$ cat config.mk
export PLATFORM = sky130hd
export DESIGN_NAME = irq_system
export DESIGN_NICKNAME = d
export VERILOG_FILES = /design/src/core/irq_pkg.sv /design/src/core/irq_system.sv
export SDC_FILE = /design/constraint.sdc
export NUM_CORES = 1
export LEC_CHECK = 0
export BUFFER_PORTS_ARGS = -buffer_cell sky130_fd_sc_hd__clkbuf_2
export CAP_MARGIN = 25
export CORE_AREA = 2 2 146 148
export CTS_CLUSTER_SIZE = 20
export DETAILED_ROUTE_END_ITERATION = 16
export DIE_AREA = 0 0 148 150
export PLACE_DENSITY_LB_ADDON = 0.05
export RECOVER_POWER = 25
export SYNTH_ARGS = -nofsm -noshare
export SYNTH_HDL_FRONTEND = slang
export SYNTH_SLANG_ARGS = --single-unit
$ cat constraint.sdc
create_clock -name sys_clk -period 5.09 [get_ports sys_clk]
set_input_delay 0 -clock sys_clk [delete_from_list [all_inputs] [get_ports sys_clk]]
set_output_delay 0 -clock sys_clk [all_outputs]
set_load 0.005 [all_outputs]
$ cat src/core/irq_pkg.sv
package irq_pkg;

  // ------------------------------------------------------------
  // Register map (byte addresses)
  // ------------------------------------------------------------
  localparam logic [7:0] STATUS_OFS  = 8'h00;
  localparam logic [7:0] MASK_OFS    = 8'h04;
  localparam logic [7:0] CHAN_OFS    = 8'h08;
  localparam logic [7:0] RTC_CMP_OFS = 8'h0c;
  localparam logic [7:0] CLEAR_OFS   = 8'h10;
  localparam logic [7:0] MODE_OFS    = 8'h14;
  localparam logic [7:0] ERR_OFS     = 8'h18;

  localparam logic [6:0]  MASK_RST    = 7'h00;
  localparam logic [7:0]  CHAN_RST    = 8'h00;
  localparam logic [23:0] RTC_CMP_RST = 24'h000000;
  localparam logic [1:0]  MODE_RST    = 2'h1;

  // Mask bit positions
  localparam int M_OVF = 0;
  localparam int M_DIV = 1;
  localparam int M_EXP = 2;
  localparam int M_BCD = 3;
  localparam int M_SM  = 4;
  localparam int M_RTC = 5;
  localparam int M_EQ  = 6;

  // ------------------------------------------------------------
  // Priority slots (index = priority - 1)
  // ------------------------------------------------------------
  localparam int NUM_PRIO  = 85;
  localparam int P_PARITY  = 0;
  localparam int P_EXEC    = 3;
  localparam int P_OVF     = 4;
  localparam int P_DIV     = 5;
  localparam int P_EXP     = 6;
  localparam int P_BCD     = 7;
  localparam int P_EQUIP   = 8;
  localparam int P_CHAN    = 72;
  localparam int P_SM      = 80;
  localparam int P_RTC     = 81;
  localparam int P_MANUAL  = 82;
  localparam int P_PEER    = 83;

  // ------------------------------------------------------------
  // Fixed storage locations and limits
  // ------------------------------------------------------------
  localparam logic [14:0] ERR_ADDR_LOC = 15'h0010;
  localparam logic [14:0] ERR_CODE_LOC = 15'h0011;
  localparam logic signed [12:0] EXP_MAX = 13'sh03ff;
  localparam logic [4:0]  BCD_CONV_MAX = 5'h0e;
  localparam logic [3:0]  DIGIT_MAX    = 4'h9;
  localparam logic [3:0]  SIGN_MAX     = 4'ha;
  localparam logic [5:0]  REGF_PROT_MAX = 6'h1f;
  localparam logic [5:0]  OP_PRIV_MIN  = 6'h39;
  localparam logic [2:0]  OP_SUB_FLT   = 3'h1;
  localparam logic [2:0]  OP_SUB_BCD   = 3'h2;
  localparam logic [5:0]  OP_HALT      = 6'h00;

  typedef enum logic [2:0] {
    ERR_CHANNEL, ERR_SEARCH, ERR_MOVE, ERR_TWR,
    ERR_FETCH, ERR_ADDR, ERR_OPERAND
  } err_src_e;

  typedef struct packed {
    logic       valid;
    logic       no_response;
    logic       block_ctl;
    err_src_e   src;
    logic [2:0] channel;
  } mem_err_s;

  typedef struct packed {
    logic              add_valid;
    logic              add_sign_cin;
    logic              add_sign_cout;
    logic              div_quot_ovf;
    logic              fdiv_valid;
    logic              fdiv_zero;
    logic              fdiv_unnorm;
    logic              exp_valid;
    logic signed [12:0] exponent;
    logic              bcd_valid;
    logic              bcd_is_sign;
    logic [5:0]        bcd_char;
    logic              bcd_carry;
    logic              bcd_len_bad;
    logic [4:0]        conv_len;
    logic              conv_valid;
    logic              ascii_valid;
    logic [6:0]        ascii_char;
  } fault_in_s;

  typedef struct packed {
    logic       take;
    logic [6:0] prio;
    logic       force_store;
    logic [14:0] save_addr;
  } entry_s;

  typedef struct packed {
    logic        valid;
    logic [14:0] addr_word;
    logic [11:0] code;
  } err_store_s;

endpackage

$ cat src/core/irq_system.sv
// Functional notes
// Test pending at fetch end, save, redirect
// Entry stores bypass storage protection
// Manual unmasked, needs enable, self clears
// Taking interrupt in program state enters monitor
// Overflow on adder sign carry mismatch
// Divide fault: quotient, zero, unnormalized divisor
// Exponent beyond plus/minus 1777 octal, or op
// Bad digit, sign or zone sets decimal
// Carry, length, conversion, ASCII, op set decimal
// Search/move completion raises maskable interrupt
// Clock match to compare value raises interrupt
// Channel end-of-block or record interrupt
// Sixty-four equipment lines, level requests
// Peer interrupt unmasked, clears on recognition
// Program state traps halt, regfile, privileged ops
// Executive unmasked, above internal faults
// Parity highest, recognized at fetch/address read
// Parity stop halts and overrides interrupt
// Error address word to location 00020
// Error code to 00021, fetch there
// Error code table by source and kind
// Further storage errors ignored until disable
// Enable/disable ops; entry disables
// Fixed priority scan, lowest number wins
module irq_system
  import irq_pkg::*;
#(
  parameter int CHANNELS = 8
) (
  input  wire logic                  sys_clk,
  input  wire logic                  sys_rst,
  input  wire logic                  hsel,
  input  wire logic [31:0]           haddr,
  input  wire logic [1:0]            htrans,
  input  wire logic                  hwrite,
  input  wire logic [2:0]            hsize,
  input  wire logic [31:0]           hwdata,
  input  wire logic                  hready,
  output logic                       hreadyout,
  output logic                       hresp,
  output logic [31:0]                hrdata,
  input  wire logic                  instruction_fetch_cycle,
  input  wire logic                  address_read_cycle,
  input  wire logic                  cycle_end,
  input  wire logic [14:0]           cur_addr,
  input  wire logic [14:0]           next_addr,
  input  wire logic                  interrupt_enable_op,
  input  wire logic                  interrupt_disable_op,
  input  wire logic                  set_float_fault_op,
  input  wire logic                  set_decimal_fault_op,
  input  wire fault_in_s             faults,
  input  wire logic                  search_done,
  input  wire logic                  move_done,
  input  wire logic [23:0]           rtc_value,
  input  wire logic [CHANNELS-1:0]   chan_end_block,
  input  wire logic [CHANNELS-1:0]   chan_end_record,
  input  wire logic [CHANNELS*8-1:0] equip_line,
  input  wire logic                  manual_switch,
  input  wire logic                  interrupt_peer_op,
  input  wire logic                  executive_mode,
  input  wire logic                  enter_program_state,
  input  wire logic                  op_valid,
  input  wire logic [5:0]            op_code,
  input  wire logic [2:0]            op_sub,
  input  wire logic                  op_regfile,
  input  wire logic [5:0]            op_regfile_loc,
  input  wire mem_err_s              mem_err,
  output entry_s                     entry,
  output err_store_s                 err_store,
  output logic                       program_state,
  output logic                       parity_halt,
  output logic                       int_enabled
);

  initial begin
    if (CHANNELS < 1 || CHANNELS > 8) $error("CHANNELS must be 1 to 8");
  end

  // ------------------------------------------------------------
  // Bus slave
  // ------------------------------------------------------------
  logic        wr_pend;
  logic [7:0]  wr_addr;
  logic [6:0]  mask;
  logic [7:0]  chan_en;
  logic [23:0] rtc_cmp;
  logic [1:0]  mode;
  logic [11:0] last_code;
  logic [NUM_PRIO-1:0] pend;
  logic [3:0]  fault;
  logic        sm_pend, rtc_pend, manual_pend, peer_pend, exec_pend;
  logic        par_pend, par_lock;
  logic [CHANNELS-1:0] chan_pend;
  logic [6:0]  last_prio;
  logic        sel;

  assign sel = hsel && htrans[1] && hready;
  assign hreadyout = 1'b1;
  assign hresp = 1'b0;

  always_ff @(posedge sys_clk) begin
    if (sys_rst) begin
      wr_pend <= 1'b0;
      wr_addr <= 8'h00;
    end else begin
      wr_pend <= sel && hwrite;
      wr_addr <= haddr[7:0];
    end
  end

  always_ff @(posedge sys_clk) begin
    if (sys_rst) begin
      hrdata <= '0;
    end else if (sel && !hwrite) begin
      unique case (haddr[7:0])
        STATUS_OFS:  hrdata <= {9'h000, last_prio, fault, sm_pend,
                                rtc_pend, manual_pend, peer_pend,
                                exec_pend, par_pend, par_lock,
                                parity_halt, program_state,
                                int_enabled, 2'h0};
        MASK_OFS:    hrdata <= 32'(mask);
        CHAN_OFS:    hrdata <= 32'(chan_en);
        RTC_CMP_OFS: hrdata <= 32'(rtc_cmp);
        MODE_OFS:    hrdata <= 32'(mode);
        ERR_OFS:     hrdata <= 32'(last_code);
        default:     hrdata <= '0;
      endcase
    end
  end

  logic wr_clear;
  assign wr_clear = wr_pend && wr_addr == CLEAR_OFS;
  always_ff @(posedge sys_clk) begin
    if (sys_rst) begin
      mask    <= MASK_RST;
      chan_en <= CHAN_RST;
      rtc_cmp <= RTC_CMP_RST;
      mode    <= MODE_RST;
    end else if (wr_pend) begin
      if (wr_addr == MASK_OFS)    mask    <= hwdata[6:0];
      if (wr_addr == CHAN_OFS)    chan_en <= hwdata[7:0];
      if (wr_addr == RTC_CMP_OFS) rtc_cmp <= hwdata[23:0];
      // Stop wins: modes stay exclusive
      if (wr_addr == MODE_OFS)
        mode <= hwdata[1] ? 2'h2 : hwdata[1:0];
    end
  end

  // ------------------------------------------------------------
  // Fault detection
  // ------------------------------------------------------------
  logic [3:0] fault_set;
  logic       ascii_bad, conv_bad, char_bad;

  assign char_bad = faults.bcd_valid && (faults.bcd_is_sign ?
                    faults.bcd_char[3:0] > SIGN_MAX :
                    (faults.bcd_char[3:0] > DIGIT_MAX ||
                     faults.bcd_char[5:4] != 2'h0));
  assign conv_bad = faults.conv_valid &&
                    faults.conv_len > BCD_CONV_MAX;
  assign ascii_bad = faults.ascii_valid &&
                     faults.ascii_char[5] == faults.ascii_char[6];

  always_comb begin
    fault_set[0] = faults.add_valid &&
                   (faults.add_sign_cin ^ faults.add_sign_cout);
    fault_set[1] = faults.div_quot_ovf || (faults.fdiv_valid &&
                   (faults.fdiv_zero || faults.fdiv_unnorm));
    fault_set[2] = set_float_fault_op || (faults.exp_valid &&
                   (faults.exponent > EXP_MAX ||
                    faults.exponent < -EXP_MAX));
    fault_set[3] = set_decimal_fault_op || char_bad || conv_bad ||
                   ascii_bad || (faults.bcd_valid &&
                   (faults.bcd_carry || faults.bcd_len_bad));
  end

  // ------------------------------------------------------------
  // Pending conditions (set wins over clear)
  // ------------------------------------------------------------
  logic take;
  logic [6:0] win;
  logic exec_trap;

  assign exec_trap = op_valid && executive_mode && program_state &&
    ((op_code == OP_HALT) ||
     (op_regfile && op_regfile_loc <= REGF_PROT_MAX) ||
     (op_code >= OP_PRIV_MIN && !(op_code == 6'h3f &&
      (op_sub == OP_SUB_FLT || op_sub == OP_SUB_BCD))));
  always_ff @(posedge sys_clk) begin
    if (sys_rst) begin
      fault   <= 4'h0;
      sm_pend <= 1'b0;
      rtc_pend <= 1'b0;
    end else begin
      fault   <= fault_set | (fault & ~(wr_clear ? hwdata[3:0] : 4'h0));
      sm_pend <= (search_done || move_done) ||
                 (sm_pend && !(wr_clear && hwdata[4]));
      rtc_pend <= (rtc_value == rtc_cmp) ||
                  (rtc_pend && !(wr_clear && hwdata[5]));
    end
  end

  genvar c;
  generate
    for (c = 0; c < CHANNELS; c++) begin : g_chan
      always_ff @(posedge sys_clk) begin
        if (sys_rst) chan_pend[c] <= 1'b0;
        else chan_pend[c] <= (chan_en[c] && (chan_end_block[c] ||
          chan_end_record[c])) || (chan_pend[c] &&
          !(wr_clear && hwdata[8 + c]));
      end
    end
  endgenerate

  logic manual_q;
  always_ff @(posedge sys_clk) begin
    if (sys_rst) begin
      manual_q    <= 1'b0;
      manual_pend <= 1'b0;
      peer_pend   <= 1'b0;
      exec_pend   <= 1'b0;
    end else begin
      manual_q    <= manual_switch;
      manual_pend <= (manual_switch && !manual_q) ||
        (manual_pend && !(take && win == 7'(P_MANUAL)));
      peer_pend   <= interrupt_peer_op ||
        (peer_pend && !(take && win == 7'(P_PEER)));
      exec_pend   <= exec_trap ||
        (exec_pend && !(take && win == 7'(P_EXEC)));
    end
  end

  // ------------------------------------------------------------
  // Storage error capture
  // ------------------------------------------------------------
  logic [11:0] err_code;
  always_comb begin
    unique case (mem_err.src)
      ERR_CHANNEL: err_code = {6'h00, mem_err.channel, 3'h0};
      ERR_SEARCH:  err_code = {6'h01, 3'h0, 3'h0};
      ERR_MOVE:    err_code = {6'h01, 3'h1, 3'h0};
      ERR_TWR:     err_code = {6'h01, 3'h3, 3'h0};
      ERR_FETCH:   err_code = {9'h000, 3'h1};
      ERR_ADDR:    err_code = {6'h00, 3'h2, 3'h1};
      default:     err_code = {9'h000, 3'h5};
    endcase
    err_code[1] = !mem_err.no_response;
  end
  logic par_event;
  assign par_event = mem_err.valid && !par_lock;
  always_ff @(posedge sys_clk) begin
    if (sys_rst) begin
      par_lock    <= 1'b0;
      par_pend    <= 1'b0;
      parity_halt <= 1'b0;
      last_code   <= 12'h000;
      err_store   <= '0;
    end else begin
      err_store.valid <= 1'b0;
      if (par_event) begin
        par_lock  <= 1'b1;
        last_code <= err_code;
        if (mode[1]) parity_halt <= 1'b1;
        else if (mode[0]) begin
          par_pend <= 1'b1;
          err_store.addr_word <= mem_err.block_ctl ? next_addr
                                                   : cur_addr;
          err_store.code <= err_code;
        end
      end else if (interrupt_disable_op) begin
        par_lock <= 1'b0;
      end
      if (take && win == 7'(P_PARITY)) begin
        par_pend <= 1'b0;
        err_store.valid <= 1'b1;
      end
    end
  end

  // ------------------------------------------------------------
  // Priority scan and entry
  // ------------------------------------------------------------
  always_comb begin
    pend = '0;
    pend[P_PARITY] = par_pend;
    pend[P_EXEC]   = exec_pend;
    pend[P_OVF]    = fault[0] && mask[M_OVF];
    pend[P_DIV]    = fault[1] && mask[M_DIV];
    pend[P_EXP]    = fault[2] && mask[M_EXP];
    pend[P_BCD]    = fault[3] && mask[M_BCD];
    for (int l = 0; l < 8; l++)
      for (int k = 0; k < CHANNELS; k++)
        pend[P_EQUIP + l * 8 + k] = equip_line[k * 8 + l] &&
                                    mask[M_EQ];
    for (int k = 0; k < CHANNELS; k++)
      pend[P_CHAN + k] = chan_pend[k];
    pend[P_SM]     = sm_pend && mask[M_SM];
    pend[P_RTC]    = rtc_pend && mask[M_RTC];
    pend[P_MANUAL] = manual_pend;
    pend[P_PEER]   = peer_pend;
  end

  always_comb begin
    win = 7'h00;
    for (int i = NUM_PRIO - 1; i >= 0; i--)
      if (pend[i]) win = 7'(i);
  end
  // Parity is also taken at address read end
  assign take = int_enabled && cycle_end && |pend &&
    (instruction_fetch_cycle ||
     (address_read_cycle && win == 7'(P_PARITY)));
  always_ff @(posedge sys_clk) begin
    if (sys_rst) begin
      entry     <= '0;
      last_prio <= 7'h00;
    end else begin
      entry.take        <= take;
      entry.force_store <= take;
      if (take) begin
        entry.prio      <= win + 7'h01;
        entry.save_addr <= cur_addr;
        last_prio       <= win + 7'h01;
      end
    end
  end

  always_ff @(posedge sys_clk) begin
    if (sys_rst) int_enabled <= 1'b0;
    else if (take || interrupt_disable_op) int_enabled <= 1'b0;
    else if (interrupt_enable_op) int_enabled <= 1'b1;
  end
  always_ff @(posedge sys_clk) begin
    if (sys_rst) program_state <= 1'b0;
    else if (take) program_state <= 1'b0;
    else if (enter_program_state && executive_mode)
      program_state <= 1'b1;
  end
endmodule

After elaboration in Yosys (flattened, before gate mapping)
Index checks and enable logic that the tools add are counted.
- register bits after elaboration: 168
- output and inout port bits: 89
- input port bits: 292
- bitwise logic cells: 5
- equality and inequality tests: 23
- add/subtract/negate cells: 1
- muxes and demuxes: 91
- reductions and logical operators: 201
- magnitude comparators: 7
- operators by type and width (operator ; number):
    two-way mux 7 bit ; 82
    one-hot mux 24 bit (6 select lines) ; 1
    logical AND 1 bit ; 130
    OR reduction 82 bit ; 1
    one-hot mux 7 bit (6 select lines) ; 1
    logical OR 1 bit ; 37
    == test 8 x 4 -> 1 bit (second input constant) ; 4
    == test 8 x 5 -> 1 bit (second input constant) ; 4
    == test 24 bit ; 1
    zero test 1 bit ; 18
    == test 8 x 3 -> 1 bit (second input constant) ; 2
    two-way mux 15 bit ; 1
    == test 7 bit (second input constant) ; 2
    > comparator 13 x 11 -> 1 bit (second input constant) ; 1
    less-than comparator 13 x 11 -> 1 bit (second input constant) ; 1
    AND reduction 2 bit ; 5
    == test 3 x 2 -> 1 bit (second input constant) ; 3
    > comparator 4 bit (second input constant) ; 2
    zero test 8 bit ; 1
    adder 7 x 1 -> 7 bit (second input constant) ; 1
    == test 7 x 2 -> 1 bit (second input constant) ; 1
    zero test 7 bit ; 1
    == test 3 x 1 -> 1 bit (second input constant) ; 2
    == test 3 bit (second input constant) ; 2
    18 further kinds ; 24

Depth between registers and ports, before layout
- word-level depth: 90
- gate-level depth with buffers: 17
- gate-level depth less buffers: 14

Least setup slack after synthesis
OpenSTA, ideal clock, no wires.
- kind: flip-flop to flip-flop
- start point: reg mask[6]
- end point: reg entry[10] (netlist bit)
- arrival: 2690 ps
- clock period less this slack: 2818 ps
- slack: 2272 ps
- required time: 4962 ps
- stages on the path, launching flop included: 18
- buffers on the path: 3
- cells stage by stage: dfxtp_1 > buf_6 > inv_1 > buf_6 > or3_1 > o2bb2ai_1 > o221ai_1 > a21oi_1 > nor2_1 > nor2_1 > inv_1 > ha_1 > nand2_1 > o21bai_1 > o2111a_1 > buf_2 > mux2i_1 > nor2_1
- longest elaborated chain between the ends: 75
- ends and longest elaborated chain (element ; RTL line ; source):
    start, declared ; irq_system.sv:85 ; logic [6:0] mask;
    start signal, assigned ; irq_system.sv:141 ; if (wr_addr == MASK_OFS) mask <= hwdata[6:0];
    logical AND 1 bit ; irq_system.sv:294 ; pend[P_EQUIP + l * 8 + k] = equip_line[k * 8 + l] &&
    two-way mux 7 bit (70 in series) ; irq_system.sv:307 ; if (pend[i]) win = 7'(i);
    zero test 7 bit ; irq_system.sv:312 ; (address_read_cycle && win == 7'(P_PARITY)));
    logical AND 1 bit ; irq_system.sv:312 ;
    logical OR 1 bit ; irq_system.sv:311 ; (instruction_fetch_cycle ||
    logical AND 1 bit * ; irq_system.sv:310 ; assign take = int_enabled && cycle_end && |pend &&
    end, declared ; irq_system.sv:69 ; output entry_s entry,
Every way passes the cells marked *; elsewhere a longest branch is shown, timed or not.
A chain may end at the register's enable or synchronous reset.

Worst setup path in the final report
- start point: reg mask[6]
- end point: reg int_enabled
- longest elaborated chain between the ends: 77
- ends and longest elaborated chain (element ; RTL line ; source):
    logical AND 1 bit ; irq_system.sv:294 ;
    two-way mux 7 bit (70 in series) ; irq_system.sv:307 ;
    zero test 7 bit ; irq_system.sv:312 ;
    logical AND 1 bit ; irq_system.sv:312 ;
    logical OR 1 bit ; irq_system.sv:311 ;
    logical AND 1 bit * ; irq_system.sv:310 ;
    logical OR 1 bit * ; irq_system.sv:330 ; else if (take || interrupt_disable_op) int_enabled <= 1'b0;
    OR reduction 2 bit (no source line) * ; - ;
    end signal, assigned ; irq_system.sv:329 ; if (sys_rst) int_enabled <= 1'b0;
    end signal, assigned ; irq_system.sv:330 ;
    end signal, assigned ; irq_system.sv:331 ; else if (interrupt_enable_op) int_enabled <= 1'b1;
    end, declared ; irq_system.sv:73 ; output logic int_enabled
Marked as above.

==> results.md <==
- In this run the register-to-register setup slack is 0.88 ns.
- The number of different library cells used by synthesis comes to ~80.
- The count of buffering cells on the critical path with inverters included is 4.
- Max-cap violations in this run came to 1.
- The global-route usage over all layers is 24.7%.
- The instance area after placement is 0.00956 mm2.
- Clock-pin slew was measured on the worst setup and hold paths at around 0.06 ns.
- The class of the most critical setup path is flip-flop to flip-flop.
- The final reports fail on max-capacitance violations, max-slew violations.
- The final setup TNS is 0 ns.
- For this design, the sink count on the clock tree is 150.
- Walking the worst path, the cells encountered are buf_4, inv_1, or3_1, o2bb2ai_1, o221ai_1, a21oi_1, nor2_1, nor2_1, inv_1, ha_1, nand2_1, o21bai_1, o2111a_2, nor4_1, dlygate4sd3_1.
- The worst setup path is launched from a flip-flop.
- The post-route fraction of the period consumed by the critical path is 82.7%.
- The maximum clock path buffer count is 2.
- The number of pins with negative max-slew slack in the final report is 83.
- The clock period minus worst slack is 4.21 ns.
- The HPWL after detailed placement is 21100 um.
- The first detailed-routing pass ran for 5 iterations.
- For this configuration, the core starts out at a cell density of between 30% and 40%.
- Data on the critical path is required at its endpoint by 5.40 ns.
- The I/O pin count is 381.
- The largest net degree at the start of global routing is 83.
- The leakage dissipation is 4.67 nW.
- The number of placement rows is 53.
- The worst voltage drop across the vdd grid is approximately 0.00023 V.
- The via count of the first global-routing pass is 8314.
- For the worst-skew pair, the clock arrives at the later sink with an insertion delay of 0.43 ns.
- The routability-driven placement congestion ratio is 0.869.
- The share of the Yosys chip area taken by registers is a little under two fifths.
- The post-detailed-route DRC marker count is 0.
- Hold is met by 0.0686 ns.
- The number of nets in the layout is 1671.
- After synthesis, the mean cell area works out to 8.04 um2.
- The run finished, with violations left.
- The power density over the cells is 269 mW/mm2.
- After filler insertion, the fill cell instance count of the layout stands at around 2100.
- The endpoint class of the critical path is a flip-flop.
- Counting flops with a built-in enable in the synthesized netlist gives 0.
- Based on the critical path, the design can be clocked at up to 237 MHz.
- The height of the die is 150 um.
- The mapped netlist covers 0.00786 mm2.
- Dividing the detail-routed wire length by the instance count gives around 17 um.
- The count of buffers added on input and output ports is 319.
- The floorplan die area is 0.0222 mm2.
- The number of DRC markers in iteration 0 is 505.
- Buffers inserted during clock tree synthesis total 17.
- The library cell contributing the largest single delay on the critical path is o2111a_2.
- After synthesis the netlist holds a flip-flop and latch count of 150.
- The floorplan step set the die width to 148 um.
- For this run, the slowest stage of the critical path takes around 0.85 ns.
- The wire length after detailed routing is 28000 um.
- The area overhead of the layout relative to synthesis is 43.0%.
- Synthesis produced a netlist whose cell count is 978.
- Setup repair after global routing left no endpoint under its margin.
- The library cells used most frequently in the layout, excluding fill and tap cells, are 276 x clkbuf_2, 150 x dfxtp_1, 130 x nand2_1, 126 x nor2_1, 108 x dlygate4sd3_1.
- The clock tree from TritonCTS is built.
- The most common cell after layout, fill and taps aside is clkbuf_2.
- The total setup violations reported at the end of the flow is 0.
- The total via count after detailed routing is around 8600.
- The fraction of layout cells with a size suffix above 1 is about a quarter.
- Once detail routing completed, the nets flagged for antenna violations numbered 0.
- The worst setup skew after layout is 0.0109 ns.
- The core footprint is 0.0207 mm2.
- The overflow left after global routing is 0.
- The number of failing hold endpoints at the final stage is 0.
- The H-tree generated during clock tree synthesis spans 4 levels.
- The proportion of register bits with asynchronous set or reset after synthesis is 0%.
- The root buffer cell chosen for the clock tree is clkbuf_16.
- Dividing the detail-routed via count by the number of cells gives between 5 and 6.
- The overall power after layout is 3.03 mW.
- The dominant synthesized flop cell is dfxtp_1.
- Along the worst path, the maximum fanout reaches 32.
- At the pin with the least slew margin, the transition time is 3.88 ns.
- The cell area after layout is 0.0112 mm2.
- Data on the critical path arrives at its endpoint at between 4 and 5 ns.
- The count of yosys warnings during synthesis is 0.
- The worst hold path belongs to the class primary input to flip-flop.
- Measured against its own limit, the worst slew margin works out to -159%.
- The gate family responsible for the most delay along the worst path is compound AO/OA/AOI/OAI gates.
- The first global-routing pass estimated 43400 um of wire.
- The initial antenna violation count is 1.
cells in the mapped netlist (7+ instances only):
cell type	count	area, um2
nor3_1	19	95.1
nand3_1	17	85.1
a22oi_1	23	173
buf_6	7	78.8
xor2_1	9	78.8
o21ai_0	32	160
nand2b_1	10	62.6
clkbuf_1	41	154
inv_1	26	97.6
a211oi_1	28	210
buf_4	16	120
o41ai_1	12	105
nor4_1	20	125
nor2b_1	17	106
nor2_1	126	473
nand2_1	130	488
xnor2_1	19	166
a21oi_1	96	480
dfxtp_1	150	3000
nor3b_1	7	52.6
mux2i_1	52	521
nand4_1	8	50.1
stage by stage:
| stage | setup WS (ns) | utilization [%] | cells |
|---|---|---|---|
| 6_report | 0.878 | 54.3 | 1664 |
| 5_1_grt | 0.494 | 54.3 | 1664 |
| 4_1_cts | 1.01 | 54.6 | 1663 |
| 3_5_place_dp | 1.35 | 46.2 | 1524 |
| 3_3_place_gp | 1.37 | 46.1 | 1522 |
| 2_1_floorplan | 2.27 | - | 991 |
what timing repair did:
action / 4_1_cts / 5_1_grt
hold endpoints to repair: 109 / 0
resized for setup: 0 / 0
hold buffers: 108 / 0
buffers inserted: 0 / 0
layer usage:
metal | GRT usage [%] | share of wire, %
met4 | 6.19 | 1.6
met1 | 31.4 | 44
met5 | 0 | 0
met2 | 43.4 | 49
met3 | 4.57 | 5.3
tightest hold or removal path, cell delays in order:
cell,delay (ns)
clkbuf_2,0.08
nand3_1,0.09
nor2_1,0.09
nand3_1,0.11
a21oi_1,0.07
kinds of logic (layout without fill, tap and decap cells):
kind of cell / count (synthesis) / in the layout / synth area share (%)
AO/OA/AOI/OAI: 260 / 260 / 22.4
XOR/XNOR: 28 / 28 / 3.12
multiplexers: 53 / 53 / 6.77
AND/OR/NAND/NOR: 388 / 388 / 22.9
other: 2 / 16 / 0.0956
flip-flops: 150 / 150 / 38.2
adder cells (fa/ha/maj): 3 / 3 / 0.478
buffers and inverters: 94 / 491 / 5.95
path summary, 6_finish.rpt:
path	startpoint	end	depth (start not counted)
max	mask[6]$_SDFFE_PP0P_	int_enabled$_SDFFE_PP0P_	15
min	htrans[1]	hrdata[7]$_SDFFE_PP0P_	5
max reg2reg	mask[6]$_SDFFE_PP0P_	int_enabled$_SDFFE_PP0P_	15
min reg2reg	hrdata[7]$_SDFFE_PP0P_	hrdata[7]$_SDFFE_PP0P_	2
power breakdown:
part           switching (mW)  internal (mW)  leakage [nW]
Sequential             0.0255           1.20          1.22
Combinational           0.199          0.198          3.14
Clock                   0.524          0.877         0.310
Total                   0.748           2.28          4.67
state kept, by name, indices dropped and copies added (netlist names), 2 cells and up:
name       flops
entry         16
wr_addr        8
err_store     23
last_prio      7
chan_pend      8
hrdata        24
mask           7
mode           2
chan_en        8
rtc_cmp       24
last_code      7
fault          4
cell type report:
class	count	area (um2)	share of cell area, %
tap	275	344	3.06
multi-input combinational	747	4460	39.7
clock buffer	18	429	3.82
sequential	150	3000	26.7
timing repair buffer	434	2680	23.9
inverter	26	97.6	0.869
antenna	1	2.50	0.0223
clock inverter	13	220	1.96
Note: power is estimated with default switching activity, not from simulation.
